File: config.mk
export PLATFORM = sky130hd
export DESIGN_NAME = mfgp_top
export DESIGN_NICKNAME = d
export VERILOG_FILES = /design/src/mfgp_pkg.sv /design/src/mfgp_debounce.sv /design/src/mfgp_top.sv
export VERILOG_INCLUDE_DIRS = /design/src /design/src/src
export SDC_FILE = /design/constraint.sdc
export NUM_CORES = 1
export LEC_CHECK = 0
export ABC_CLOCK_PERIOD_IN_PS = 4600
export BUFFER_PORTS_ARGS = -buffer_cell sky130_fd_sc_hd__buf_2
export CAP_MARGIN = 25
export CELL_PAD_IN_SITES_DETAIL_PLACEMENT = 1
export CELL_PAD_IN_SITES_GLOBAL_PLACEMENT = 2
export CORE_MARGIN = 2
export CORE_UTILIZATION = 36
export CTS_BUF_LIST = sky130_fd_sc_hd__clkbuf_16
export CTS_CLUSTER_DIAMETER = 40
export CTS_CLUSTER_SIZE = 24
export DETAILED_ROUTE_END_ITERATION = 16
export PLACE_DENSITY_LB_ADDON = 0.2
export SLEW_MARGIN = 30
export SYNTH_ARGS = -nofsm -noshare
export SYNTH_HDL_FRONTEND = slang
export SYNTH_SLANG_ARGS = --single-unit
File: constraint.sdc
create_clock -name clk_i -period 4.6 [get_ports clk_i]
set_input_delay 0.92 -clock clk_i [delete_from_list [all_inputs] [get_ports clk_i]]
set_output_delay 0.92 -clock clk_i [all_outputs]
set_load 0.05 [all_outputs]
File: src/mfgp_map.svh
// Offsets, field codes, reset values and timing figures of the pin block.
// Assumes inclusion by bare name from the package and the modules.
`ifndef MFGP_MAP_SVH
`define MFGP_MAP_SVH

`define MFGP_NUM_PINS 5
`define MFGP_DW 16
`define MFGP_AW 4
`define MFGP_FN_W 6

// Word offsets: pin control registers sit at offset (pin number - 1).
`define MFGP_OFS_CTRL_FIRST 4'h0
`define MFGP_OFS_CTRL_LAST 4'h4
`define MFGP_OFS_PIN_STAT 4'h5
`define MFGP_OFS_IRQ_STAT 4'h6
`define MFGP_OFS_IRQ_EN 4'h7
`define MFGP_OFS_IRQ_CLR 4'h8

// Function select codes.
`define MFGP_FN_GP_OUT 6'h00
`define MFGP_FN_BCLK 6'h01
`define MFGP_FN_IRQ 6'h02
`define MFGP_FN_GP_IN 6'h03
`define MFGP_FN_MB_CUR 6'h04
`define MFGP_FN_MB_SHORT 6'h05
`define MFGP_FN_DMIC 6'h06
`define MFGP_FN_FLL_LOCK 6'h08
`define MFGP_FN_FLL_CLK 6'h09

// Pin index of the special pins (zero based).
`define MFGP_PIN_DMIC_CLK 0
`define MFGP_PIN_DMIC_DATA 1
`define MFGP_PIN_IRQ 3
`define MFGP_PIN_BCLK 4

// Control register reset values.
`define MFGP_CTRL_RST_GEN 16'h00a8
`define MFGP_CTRL_RST_IRQ 16'h02a8
`define MFGP_CTRL_RST_BCLK 16'h01a8
`define MFGP_IRQ_EN_RST 5'h00

// Debounce timing.
`define MFGP_CLK_PERIOD_NS 100
`define MFGP_DB_TICK_NS 1000000
`define MFGP_DB_STABLE_TICKS 4

`endif

File: src/mfgp_pkg.sv
// Types shared by the pin block modules.
// Assumes the map header is on the include path.
`include "mfgp_map.svh"

package mfgp_pkg;

  typedef struct packed {
    logic [`MFGP_FN_W-1:0] pin_function_select;
    logic pin_direction;
    logic output_drive_type;
    logic input_polarity;
    logic output_level;
    logic pulldown_enable;
    logic pullup_enable;
    logic interrupt_trigger_mode;
    logic debounce_enable;
  } mfgp_pin_cfg_t;

  typedef struct packed {
    logic device_irq;
    logic mb_current_detect;
    logic mb_short_detect;
    logic fll_lock;
    logic fll_clock;
    logic digital_mic_clock;
    logic bclk_out;
    logic bclk_oe;
  } mfgp_func_in_t;

  typedef struct packed {
    logic digital_mic_data;
    logic digital_mic_data_valid;
    logic bclk_in;
    logic bclk_on_pin;
  } mfgp_func_out_t;

endpackage

File: src/mfgp_debounce.sv
// Synchroniser and per-pin debounce counters for the pin inputs.
// Assumes one clock and a reset already released synchronously.
`timescale 1ns/1ps

module mfgp_debounce
  import mfgp_pkg::*;
#(
  parameter int PINS = `MFGP_NUM_PINS,
  parameter int TICK_CYCLES = 10000,
  parameter int STABLE_TICKS = `MFGP_DB_STABLE_TICKS
) (
  input wire logic clk_i,
  input wire logic rst_n_i,
  input wire logic [PINS-1:0] raw_i,
  output logic [PINS-1:0] sync_o,
  output logic [PINS-1:0] deb_o
);

  localparam int TW = $clog2(TICK_CYCLES + 1);
  localparam int CW = $clog2(STABLE_TICKS + 1);

  logic [PINS-1:0] meta_q;
  logic [PINS-1:0] sync_q;
  logic [TW-1:0] tick_cnt_q;
  logic [TW-1:0] tick_cnt_d;
  logic tick;

  // The first stage feeds only the second stage.
  always_ff @(posedge clk_i or negedge rst_n_i) begin
    if (!rst_n_i) begin
      meta_q <= '0;
      sync_q <= '0;
    end else begin
      meta_q <= raw_i;
      sync_q <= meta_q;
    end
  end

  assign sync_o = sync_q;

  always_comb begin
    tick = (tick_cnt_q == TW'(TICK_CYCLES - 1));
    tick_cnt_d = tick ? '0 : tick_cnt_q + TW'(1);
  end

  always_ff @(posedge clk_i or negedge rst_n_i) begin
    if (!rst_n_i) begin
      tick_cnt_q <= '0;
    end else begin
      tick_cnt_q <= tick_cnt_d;
    end
  end

  // A change is accepted only after it has held for STABLE_TICKS ticks.
  for (genvar p = 0; p < PINS; p++) begin : g_pin
    logic lvl_q;
    logic lvl_d;
    logic [CW-1:0] cnt_q;
    logic [CW-1:0] cnt_d;
    always_comb begin
      lvl_d = lvl_q;
      cnt_d = cnt_q;
      if (sync_q[p] == lvl_q) begin
        cnt_d = '0;
      end else if (tick) begin
        if (cnt_q == CW'(STABLE_TICKS - 1)) begin
          lvl_d = sync_q[p];
          cnt_d = '0;
        end else begin
          cnt_d = cnt_q + CW'(1);
        end
      end
    end
    always_ff @(posedge clk_i or negedge rst_n_i) begin
      if (!rst_n_i) begin
        lvl_q <= 1'b0;
        cnt_q <= '0;
      end else begin
        lvl_q <= lvl_d;
        cnt_q <= cnt_d;
      end
    end
    assign deb_o[p] = lvl_q;
  end

endmodule

File: src/mfgp_top.sv
// Five multi-function pins: function mux, pad drive, input path, interrupts.
// Assumes pads resolve out, oe and pull enables outside, synchronous inputs.
`timescale 1ns/1ps

module mfgp_top
  import mfgp_pkg::*;
#(
  parameter int PINS = `MFGP_NUM_PINS,
  parameter int DB_TICK_CYCLES = `MFGP_DB_TICK_NS / `MFGP_CLK_PERIOD_NS,
  parameter int DB_STABLE_TICKS = `MFGP_DB_STABLE_TICKS
) (
  input wire logic clk_i,
  input wire logic rst_n_i,
  input wire logic [`MFGP_AW-1:0] addr_i,
  input wire logic [`MFGP_DW-1:0] wdata_i,
  input wire logic wr_i,
  input wire logic rd_i,
  output logic [`MFGP_DW-1:0] rdata_o,
  input wire logic [PINS-1:0] pad_in_i,
  output logic [PINS-1:0] pad_out_o,
  output logic [PINS-1:0] pad_oe_o,
  output logic [PINS-1:0] pullup_en_o,
  output logic [PINS-1:0] pulldown_en_o,
  input mfgp_func_in_t func_i,
  output mfgp_func_out_t func_o,
  output logic irq_o
);

  logic rst_meta_q;
  logic rst_sync_n_q;
  mfgp_pin_cfg_t cfg_q [PINS];
  mfgp_pin_cfg_t cfg_d [PINS];
  logic [PINS-1:0] ien_q;
  logic [PINS-1:0] ien_d;
  logic [PINS-1:0] ists_q;
  logic [PINS-1:0] ists_d;
  logic [PINS-1:0] stat_prev_q;
  logic [PINS-1:0] stat_prev_d;
  logic [`MFGP_DW-1:0] rdata_q;
  logic [`MFGP_DW-1:0] rdata_d;
  logic [PINS-1:0] in_sync;
  logic [PINS-1:0] in_deb;
  logic [PINS-1:0] pin_stat;
  logic wr_ctrl;
  logic [`MFGP_AW-1:0] ctrl_idx;

  // Reset is asserted at once and released two edges later.
  always_ff @(posedge clk_i or negedge rst_n_i) begin
    if (!rst_n_i) begin
      rst_meta_q <= 1'b0;
      rst_sync_n_q <= 1'b0;
    end else begin
      rst_meta_q <= 1'b1;
      rst_sync_n_q <= rst_meta_q;
    end
  end

  mfgp_debounce #(
    .PINS(PINS),
    .TICK_CYCLES(DB_TICK_CYCLES),
    .STABLE_TICKS(DB_STABLE_TICKS)
  ) u_deb (
    .clk_i(clk_i),
    .rst_n_i(rst_sync_n_q),
    .raw_i(pad_in_i),
    .sync_o(in_sync),
    .deb_o(in_deb)
  );

  assign wr_ctrl = wr_i && (addr_i <= `MFGP_OFS_CTRL_LAST);
  assign ctrl_idx = addr_i - `MFGP_OFS_CTRL_FIRST;

  // Pin output path and input status, one copy per pin.
  for (genvar p = 0; p < PINS; p++) begin : g_pin
    logic drive_val;
    logic is_out;
    logic bclk_mode;
    logic raw_lvl;
    always_comb begin
      bclk_mode = 1'b0;
      drive_val = 1'b0;
      is_out = !cfg_q[p].pin_direction;
      case (cfg_q[p].pin_function_select)
        `MFGP_FN_GP_OUT: drive_val = cfg_q[p].output_level;
        `MFGP_FN_IRQ: drive_val = irq_o | func_i.device_irq;
        `MFGP_FN_MB_CUR: drive_val = func_i.mb_current_detect;
        `MFGP_FN_MB_SHORT: drive_val = func_i.mb_short_detect;
        `MFGP_FN_FLL_LOCK: drive_val = func_i.fll_lock;
        `MFGP_FN_FLL_CLK: drive_val = func_i.fll_clock;
        `MFGP_FN_DMIC: begin
          if (p == `MFGP_PIN_DMIC_CLK) begin
            drive_val = func_i.digital_mic_clock;
          end
        end
        `MFGP_FN_BCLK: begin
          bclk_mode = (p == `MFGP_PIN_BCLK);
        end
        default: drive_val = 1'b0;
      endcase
    end
    // Bit clock mode overrides the direction, drive type, level and pull fields of the pin.
    always_comb begin
      if (bclk_mode) begin
        pad_out_o[p] = func_i.bclk_out;
        pad_oe_o[p] = func_i.bclk_oe;
        pullup_en_o[p] = 1'b0;
        pulldown_en_o[p] = 1'b0;
      end else begin
        // Open drain only ever pulls low, so the pad never fights a pull-up.
        if (cfg_q[p].output_drive_type) begin
          pad_out_o[p] = 1'b0;
          pad_oe_o[p] = is_out && !drive_val;
        end else begin
          pad_out_o[p] = drive_val;
          pad_oe_o[p] = is_out;
        end
        pullup_en_o[p] = cfg_q[p].pullup_enable &&
                         !cfg_q[p].pulldown_enable;
        pulldown_en_o[p] = cfg_q[p].pulldown_enable &&
                           !cfg_q[p].pullup_enable;
      end
    end
    always_comb begin
      raw_lvl = cfg_q[p].debounce_enable ? in_deb[p] : in_sync[p];
      pin_stat[p] = cfg_q[p].input_polarity ? raw_lvl : !raw_lvl;
    end
  end

  // Pin two's level always reaches the microphone data output; only the valid flag needs that code.
  always_comb begin
    func_o.digital_mic_data = in_sync[`MFGP_PIN_DMIC_DATA];
    func_o.digital_mic_data_valid =
      (cfg_q[`MFGP_PIN_DMIC_DATA].pin_function_select == `MFGP_FN_DMIC);
    func_o.bclk_on_pin =
      (cfg_q[`MFGP_PIN_BCLK].pin_function_select == `MFGP_FN_BCLK);
    func_o.bclk_in = in_sync[`MFGP_PIN_BCLK];
  end

  // Configuration registers, one copy per pin with its own reset word.
  // Pins four and five wake up in their special functions.
  for (genvar p = 0; p < PINS; p++) begin : g_cfg
    localparam mfgp_pin_cfg_t RST_VAL =
      (p == `MFGP_PIN_IRQ) ? mfgp_pin_cfg_t'(`MFGP_CTRL_RST_IRQ) :
      (p == `MFGP_PIN_BCLK) ? mfgp_pin_cfg_t'(`MFGP_CTRL_RST_BCLK) :
      mfgp_pin_cfg_t'(`MFGP_CTRL_RST_GEN);
    always_comb begin
      cfg_d[p] = cfg_q[p];
      if (wr_ctrl && (ctrl_idx == `MFGP_AW'(p))) begin
        cfg_d[p] =
          mfgp_pin_cfg_t'(wdata_i[$bits(mfgp_pin_cfg_t)-1:0]);
      end
    end
    always_ff @(posedge clk_i or negedge rst_sync_n_q) begin
      if (!rst_sync_n_q) begin
        cfg_q[p] <= RST_VAL;
      end else begin
        cfg_q[p] <= cfg_d[p];
      end
    end
  end

  // Interrupt enable register.
  always_comb begin
    ien_d = ien_q;
    if (wr_i && (addr_i == `MFGP_OFS_IRQ_EN)) begin
      ien_d = wdata_i[PINS-1:0];
    end
  end

  // Interrupt status: edge bits are sticky and a new edge beats the clear;
  // level bits copy the pin status a cycle late, so they fall one cycle after it drops.
  always_comb begin
    logic clr;
    logic edge_ev;
    clr = 1'b0;
    edge_ev = 1'b0;
    stat_prev_d = pin_stat;
    for (int i = 0; i < PINS; i++) begin
      clr = wr_i && (addr_i == `MFGP_OFS_IRQ_CLR) && wdata_i[i];
      edge_ev = pin_stat[i] ^ stat_prev_q[i];
      if (cfg_q[i].interrupt_trigger_mode) begin
        ists_d[i] = edge_ev || (ists_q[i] && !clr);
      end else begin
        ists_d[i] = pin_stat[i];
      end
    end
  end

  assign irq_o = |(ists_q & ien_q);

  // Read data stand in the cycle after the strobe only.
  always_comb begin
    rdata_d = '0;
    if (rd_i) begin
      if (addr_i <= `MFGP_OFS_CTRL_LAST) begin
        for (int i = 0; i < PINS; i++) begin
          if (ctrl_idx == `MFGP_AW'(i)) begin
            rdata_d[$bits(mfgp_pin_cfg_t)-1:0] = cfg_q[i];
          end
        end
      end else if (addr_i == `MFGP_OFS_PIN_STAT) begin
        rdata_d[PINS-1:0] = pin_stat;
      end else if (addr_i == `MFGP_OFS_IRQ_STAT) begin
        rdata_d[PINS-1:0] = ists_q;
      end else if (addr_i == `MFGP_OFS_IRQ_EN) begin
        rdata_d[PINS-1:0] = ien_q;
      end
    end
  end

  always_ff @(posedge clk_i or negedge rst_sync_n_q) begin
    if (!rst_sync_n_q) begin
      ien_q <= PINS'(`MFGP_IRQ_EN_RST);
    end else begin
      ien_q <= ien_d;
    end
  end

  // The previous status starts low, matching idle pins one to four, which reset pulled down.
  always_ff @(posedge clk_i or negedge rst_sync_n_q) begin
    if (!rst_sync_n_q) begin
      ists_q <= '0;
      stat_prev_q <= '0;
    end else begin
      ists_q <= ists_d;
      stat_prev_q <= stat_prev_d;
    end
  end

  // Clearing the read register every idle cycle keeps stale data off the bus.
  always_ff @(posedge clk_i or negedge rst_sync_n_q) begin
    if (!rst_sync_n_q) begin
      rdata_q <= '0;
    end else begin
      rdata_q <= rdata_d;
    end
  end

  assign rdata_o = rdata_q;

endmodule

; Yosys cells after proc, flatten, opt, wreduce, memory -nomap -nowiden
; Index checks and enable logic that the tools add are counted.
[totals]
in_bits = 37
output_inout_bits = 41
register_bits = 145
word_cells = 277
[classes]
n_addsub = 6
n_reduce_logical = 85
mux = 62
n_eq_ne = 47
n_bitwise = 12
magnitude_cmp = 1
[op_table]
columns = op, n
row1 = $mux 14, 7
row2 = $eq 6x3->1 const B, 12
row3 = $eq 6x4->1 const B, 10
row4 = $mux 3, 15
row5 = $logic_and 1x1->1, 33
row6 = $eq 6x2->1 const B, 5
row7 = $logic_not 1->1, 30
row8 = $logic_not 6->1, 5
row9 = $mux 1, 30
row10 = $pmux 1 s6, 4
row11 = $mux 5, 4
row12 = $eq 4x3->1 const B, 4
row13 = $add 3x1->3 const B, 5
row14 = $eq 3x2->1 const B, 5
row15 = $reduce_and 3->1, 5
row16 = $add 14x1->14 const B, 1
row17 = $eq 14x14->1 const B, 1
row18 = $reduce_bool 2->1, 5
row19 = $mux 9, 1
row20 = $eq 4x2->1 const B, 2
row21 = $pmux 1 s7, 1
row22 = $eq 6x1->1 const B, 1
row23 = $and 5x5->5, 1
row24 = $eq 1x1->1, 5
row25 = 9 further kinds, 21

; Logic depth before layout (Yosys ltp)
[depth]
ltp_word = 8
depth_mapped = 7
mapped_depth_nobuf = 5

; Hierarchy
; From an unflattened synthesis, not the netlist that was laid out.
[hier_totals]
cells_unflattened = 595
hier_area_um2 = 7084.3
[by_module_without_submodules]
columns = module, cells_each, area_each_um2, seq_area_each_um2, instances
row1 = mfgp_top, 429, 5172.5, 2548.7, 1
row2 = mfgp_debounce, 166, 1911.8, 1101.1, 1

; Least setup slack after synthesis
; OpenSTA, ideal clock, no wires.
[synth_path]
path_type = input to output
start = in func_i[6] in the netlist's numbering
end = out pad_out_o[1]
t_arrival_ps = 2542
t_required_ps = 3680
setup_slack_ps = 1138
path_buffers = 0
stages = 4
cell_sequence = nand3b_1 -> a21oi_1 -> o21bai_1 -> a311oi_1
[synth_between]
elab_chain_len = 2
[synth_rtl]
columns = item, line_no
row1 = from (decl), mfgp_top.sv:24  ; input mfgp_func_in_t func_i,
row2 = $pmux 1 s6, mfgp_top.sv:83  ; case (cfg_q[p].pin_function_select)
row3 = $mux 1, mfgp_top.sv:110  ; if (cfg_q[p].output_drive_type) begin
row4 = to (decl), mfgp_top.sv:20  ; output logic [PINS-1:0] pad_out_o,
; Every way passes these cells.

; Worst setup path after layout
[layout_path]
start = reg ists_q[4]
end = out pad_oe_o[3]
[layout_between]
elab_chain_len = 7
[layout_rtl]
columns = item, line_no
row1 = from (decl), mfgp_top.sv:35  ; logic [PINS-1:0] ists_q;
row2 = from (signal assigned), mfgp_top.sv:225  ; ists_q <= ists_d;
row3 = $and 5x5->5, mfgp_top.sv:189  ; assign irq_o = |(ists_q & ien_q);
row4 = $reduce_or 5->1, mfgp_top.sv:189
row5 = $or 1x1->1, mfgp_top.sv:85  ; `MFGP_FN_IRQ: drive_val = irq_o | func_i.device_irq;
row6 = $pmux 1 s6, mfgp_top.sv:83
row7 = $logic_not 1->1, mfgp_top.sv:112  ; pad_oe_o[p] = is_out && !drive_val;
row8 = $logic_and 1x1->1, mfgp_top.sv:112
row9 = $mux 1, mfgp_top.sv:110
row10 = to (decl), mfgp_top.sv:21  ; output logic [PINS-1:0] pad_oe_o,
; Every way passes these cells.

==> impl_summary.md <==
Critical path
The maximum fanout along the worst path is 4. In this design, the stage delay of the slowest critical-path cell is 0.47 ns. STA classifies the critical path endpoint as an output port. The signal on the critical path passes through a222oi_1, and3b_1, o32ai_1, a31oi_1, buf_2. The startpoint type of the worst setup path is a flip-flop. At the worst endpoint, the arrival time is 2.43 ns. The critical path's slowest cell is a222oi_1. The required time reported for the critical path endpoint is 3.68 ns. The class of the most critical setup path is reg2out. The number of buffers and inverters on the critical path is 1.

The cell family contributing the most delay on the critical path is compound AO/OA/AOI/OAI gates.

Place
After detailed placement, the total cell area comes to 0.00754 mm2. The cell count after placement is 896. The number of input and output port buffers inserted is 73. OpenSTA, run right after detailed placement, puts the worst setup slack at 1.34 ns.

The final weighted congestion of routability-driven global placement is 0.787. The wire-length estimate of the detail-placed layout is 12900 um.

Cells and area
The count of cells in the finished layout, fillers not included, comes to 928. The finished cells cover 0.00819 mm2. The area growth from synthesis to layout is 17.3%. Registers take 0.00365 mm2. The combined area of the multi-input logic cells is 0.00312 mm2. The count of fill cells added during filler insertion is 2069. The share of final-layout standard cells stronger than drive strength 1 is 32.7%.

The net total in the final layout is 698. Once layout is complete, the utilization of the core stands at 43.3%.

Die
The height of the die is 143 um. The number of rows created at floorplan is 50. For this configuration, the core starts out at a cell density of 37.0%. The total I/O pin count is 78.

The area of the core is 0.0189 mm2. The floorplan step defined a die boundary enclosing 0.0205 mm2. The die is 143 um wide.

Timing
In the post-route analysis, the smallest setup slack over all paths is 1.25 ns. Derived from the worst setup path, the maximum achievable clock frequency is 298 MHz. For the pin with the worst max-slew slack, the measured transition is 0.911 ns. The worst pin sits at a relative slew slack of 39.3%.

The number of failing hold endpoints at the final stage was 0. Setup violations remaining at the end of the flow were counted as 0. Setup repair after global routing left no endpoint under its margin. The setup clock skew after layout is 0.00773 ns. After routing, the total negative slack on setup checks comes to 0 ns. After layout, the worst path uses 72.9% of the clock period. Hold timing on the final database bottoms out at a slack of 0.277 ns.

The final max-slew violation count is 0. The post-layout minimum cycle time is 3.35 ns.

Route
The detailed-route via count is 4829. The detailed-route DRC error count is 0. Once detail routing completed, the nets flagged for antenna violations numbered 0. In this run, the number of DRC markers left after iteration 0 of detailed routing was 192. The number of search-and-repair iterations in the first detailed-routing pass is 4. Dividing the detail-routed via count by the number of cells gives 5.20. The final layout contains routed wiring with a total length of 18500 um. The routed length per placed instance is 19.9 um.

Clock tree
The number of setup buffers added after CTS is 0. The clock root buffer is clkbuf_16. Hold repair after CTS inserted 0 buffers. The H-tree was split into 4 levels. The maximum buffer depth of the clock tree is 2. The number of gates resized after CTS is 0. Counting the buffers created by CTS gives 17. The clock insertion delay at the later pin of the skew report is 0.43 ns.

For this design, the sink count on the clock tree is 145. TritonCTS built the clock tree. After clock tree synthesis, the clock-pin slew on the worst setup and hold paths is 0.06 ns.

Synth
By area the synthesized netlist is led by dfrtp_1, mux2_2, dfstp_2. The count of unique library cells instantiated by Yosys is 64. The most common cell in the synthesized netlist is dfrtp_1.

Counting instances in the post-synthesis netlist gives the leading cell types as dfrtp_1, mux2_2, nor2_1, nand2_1, a21oi_1. Sequential elements use 52.3% of the synthesized area. Yosys mapped a number of flops with a built-in enable equal to 0.

The synthesized design contains 145 register bits. Averaged over all synthesized cells, the footprint is 12.0 um2. The mapped netlist covers 0.00698 mm2.

The library cell with the largest summed area after synthesis is dfrtp_1. The share of synthesized area in the top cell type comes to 45.9%. For this run, the leading register cell type out of synthesis is dfrtp_1. The async set-or-reset flop fraction in the synthesized netlist is 100%. The synthesized instance count is 584. For this run, the number of Yosys warnings is 0.

Global route
The global-route wire length before repair is 29800 um. The number of global-route vias before repair is 5439. The initial antenna violation count is 0. The total global routing overflow is 0.

Entering global routing, the biggest net connects 51 pins. The total routing resource utilization after global routing is 19.3%.

Pwr
The power density over cell area is 509 mW/mm2. The maximum resistive drop on vdd is 0.273 mV. For this design the static power due to leakage is 3.65 nW. The total power of the final layout is 4.17 mW.

Run
The count of max-cap constraint violations is 0.

Hold path
The min-delay analysis places its worst path in the category in2async.

Outcome
The run finished with clean final reports.
-- cell type report --
class,instances,area share (%)
Sequential cell,145,44.6
Clock inverter,14,2.67
Timing Repair Buffer,77,4.83
Clock buffer,17,5.19
Inverter,13,0.596
Antenna cell,1,0.0306
Tap cell,260,3.97
Multi-Input combinational cell,401,38.1
-- final timing paths --
| path | from | to | slack [ns] | depth (start not counted) |
|---|---|---|---|---|
| max in group asynchronous | rst_sync_n_q | cfg_q[4] | 3.10 | 1 |
| min reg2reg | rst_sync_n_q | u_deb.g_pin[4].cnt_q[2] | 0.35 | 0 |
| max | ists_q[4] | pad_oe_o[3] | 1.25 | 5 |
| min | rst_n_i | rst_sync_n_q | 0.28 | 1 |
| max reg2reg | u_deb.tick_cnt_q[0] | u_deb.g_pin[1].lvl_q | 2.22 | 5 |
| min in group clk_i | rst_meta_q | rst_sync_n_q | 0.35 | 0 |
-- report_power, final --
part	switching [mW]	total (mW)	internal, mW
Clock	0.534	1.54	1.00
Combinational	0.528	0.898	0.371
Sequential	0.230	1.73	1.50
Total	1.29	4.17	2.88
-- worst reg2reg max path, stage by stage, from the launching register on --
cell	delay, ns
dfrtp_1	0.39
ha_1	0.22
and3_1	0.26
nand4_1	0.68
nor2_1	0.36
mux2_2	0.36
-- sequential cells by signal, summed over array words and instances, names as in the netlist --
| name | flops |
|---|---|
| cfg_q | 70 |
| u_deb.g_pin.cnt_q | 15 |
| rdata_o | 14 |
| u_deb.tick_cnt_q | 14 |
| ien_q | 5 |
| ists_q | 5 |
| stat_prev_q | 5 |
| u_deb.g_pin.lvl_q | 5 |
| u_deb.meta_q | 5 |
| u_deb.sync_o | 5 |
| rst_meta_q | 1 |
| rst_sync_n_q | 1 |
-- placed cells by master (no fill, tap or decap), drive strengths merged, types with 17 or more instances in the layout --
| cell | n |
|---|---|
| a21oi | 36 |
| buf | 77 |
| clkbuf | 17 |
| dfrtp | 128 |
| dfstp | 17 |
| mux2 | 68 |
| mux2i | 25 |
| nand2 | 38 |
| nor2 | 43 |
| nor2b | 18 |
| o21ai | 22 |
-- kinds of logic after synthesis --
group                      share of synthesized area, %
adders and majority gates                          1.07
xor gates and xnor gates                           2.63
and+or+nand+nor                                    13.9
buffers and inverters                              3.21
AOI/OAI and AO/OA                                  7.72
muxes                                              19.1
DFF                                                52.3
other                                             0.108
-- layer usage --
metal  up-vias  track usage [%]  share of wire [%]
li1       2230                -                  -
met1      2499             23.9                 44
met2        73             33.6                 51
met3        27             3.49                2.4
met4         0             7.12                2.3
met5         -                0                  0
Note: power is estimated with default switching activity, not from simulation.
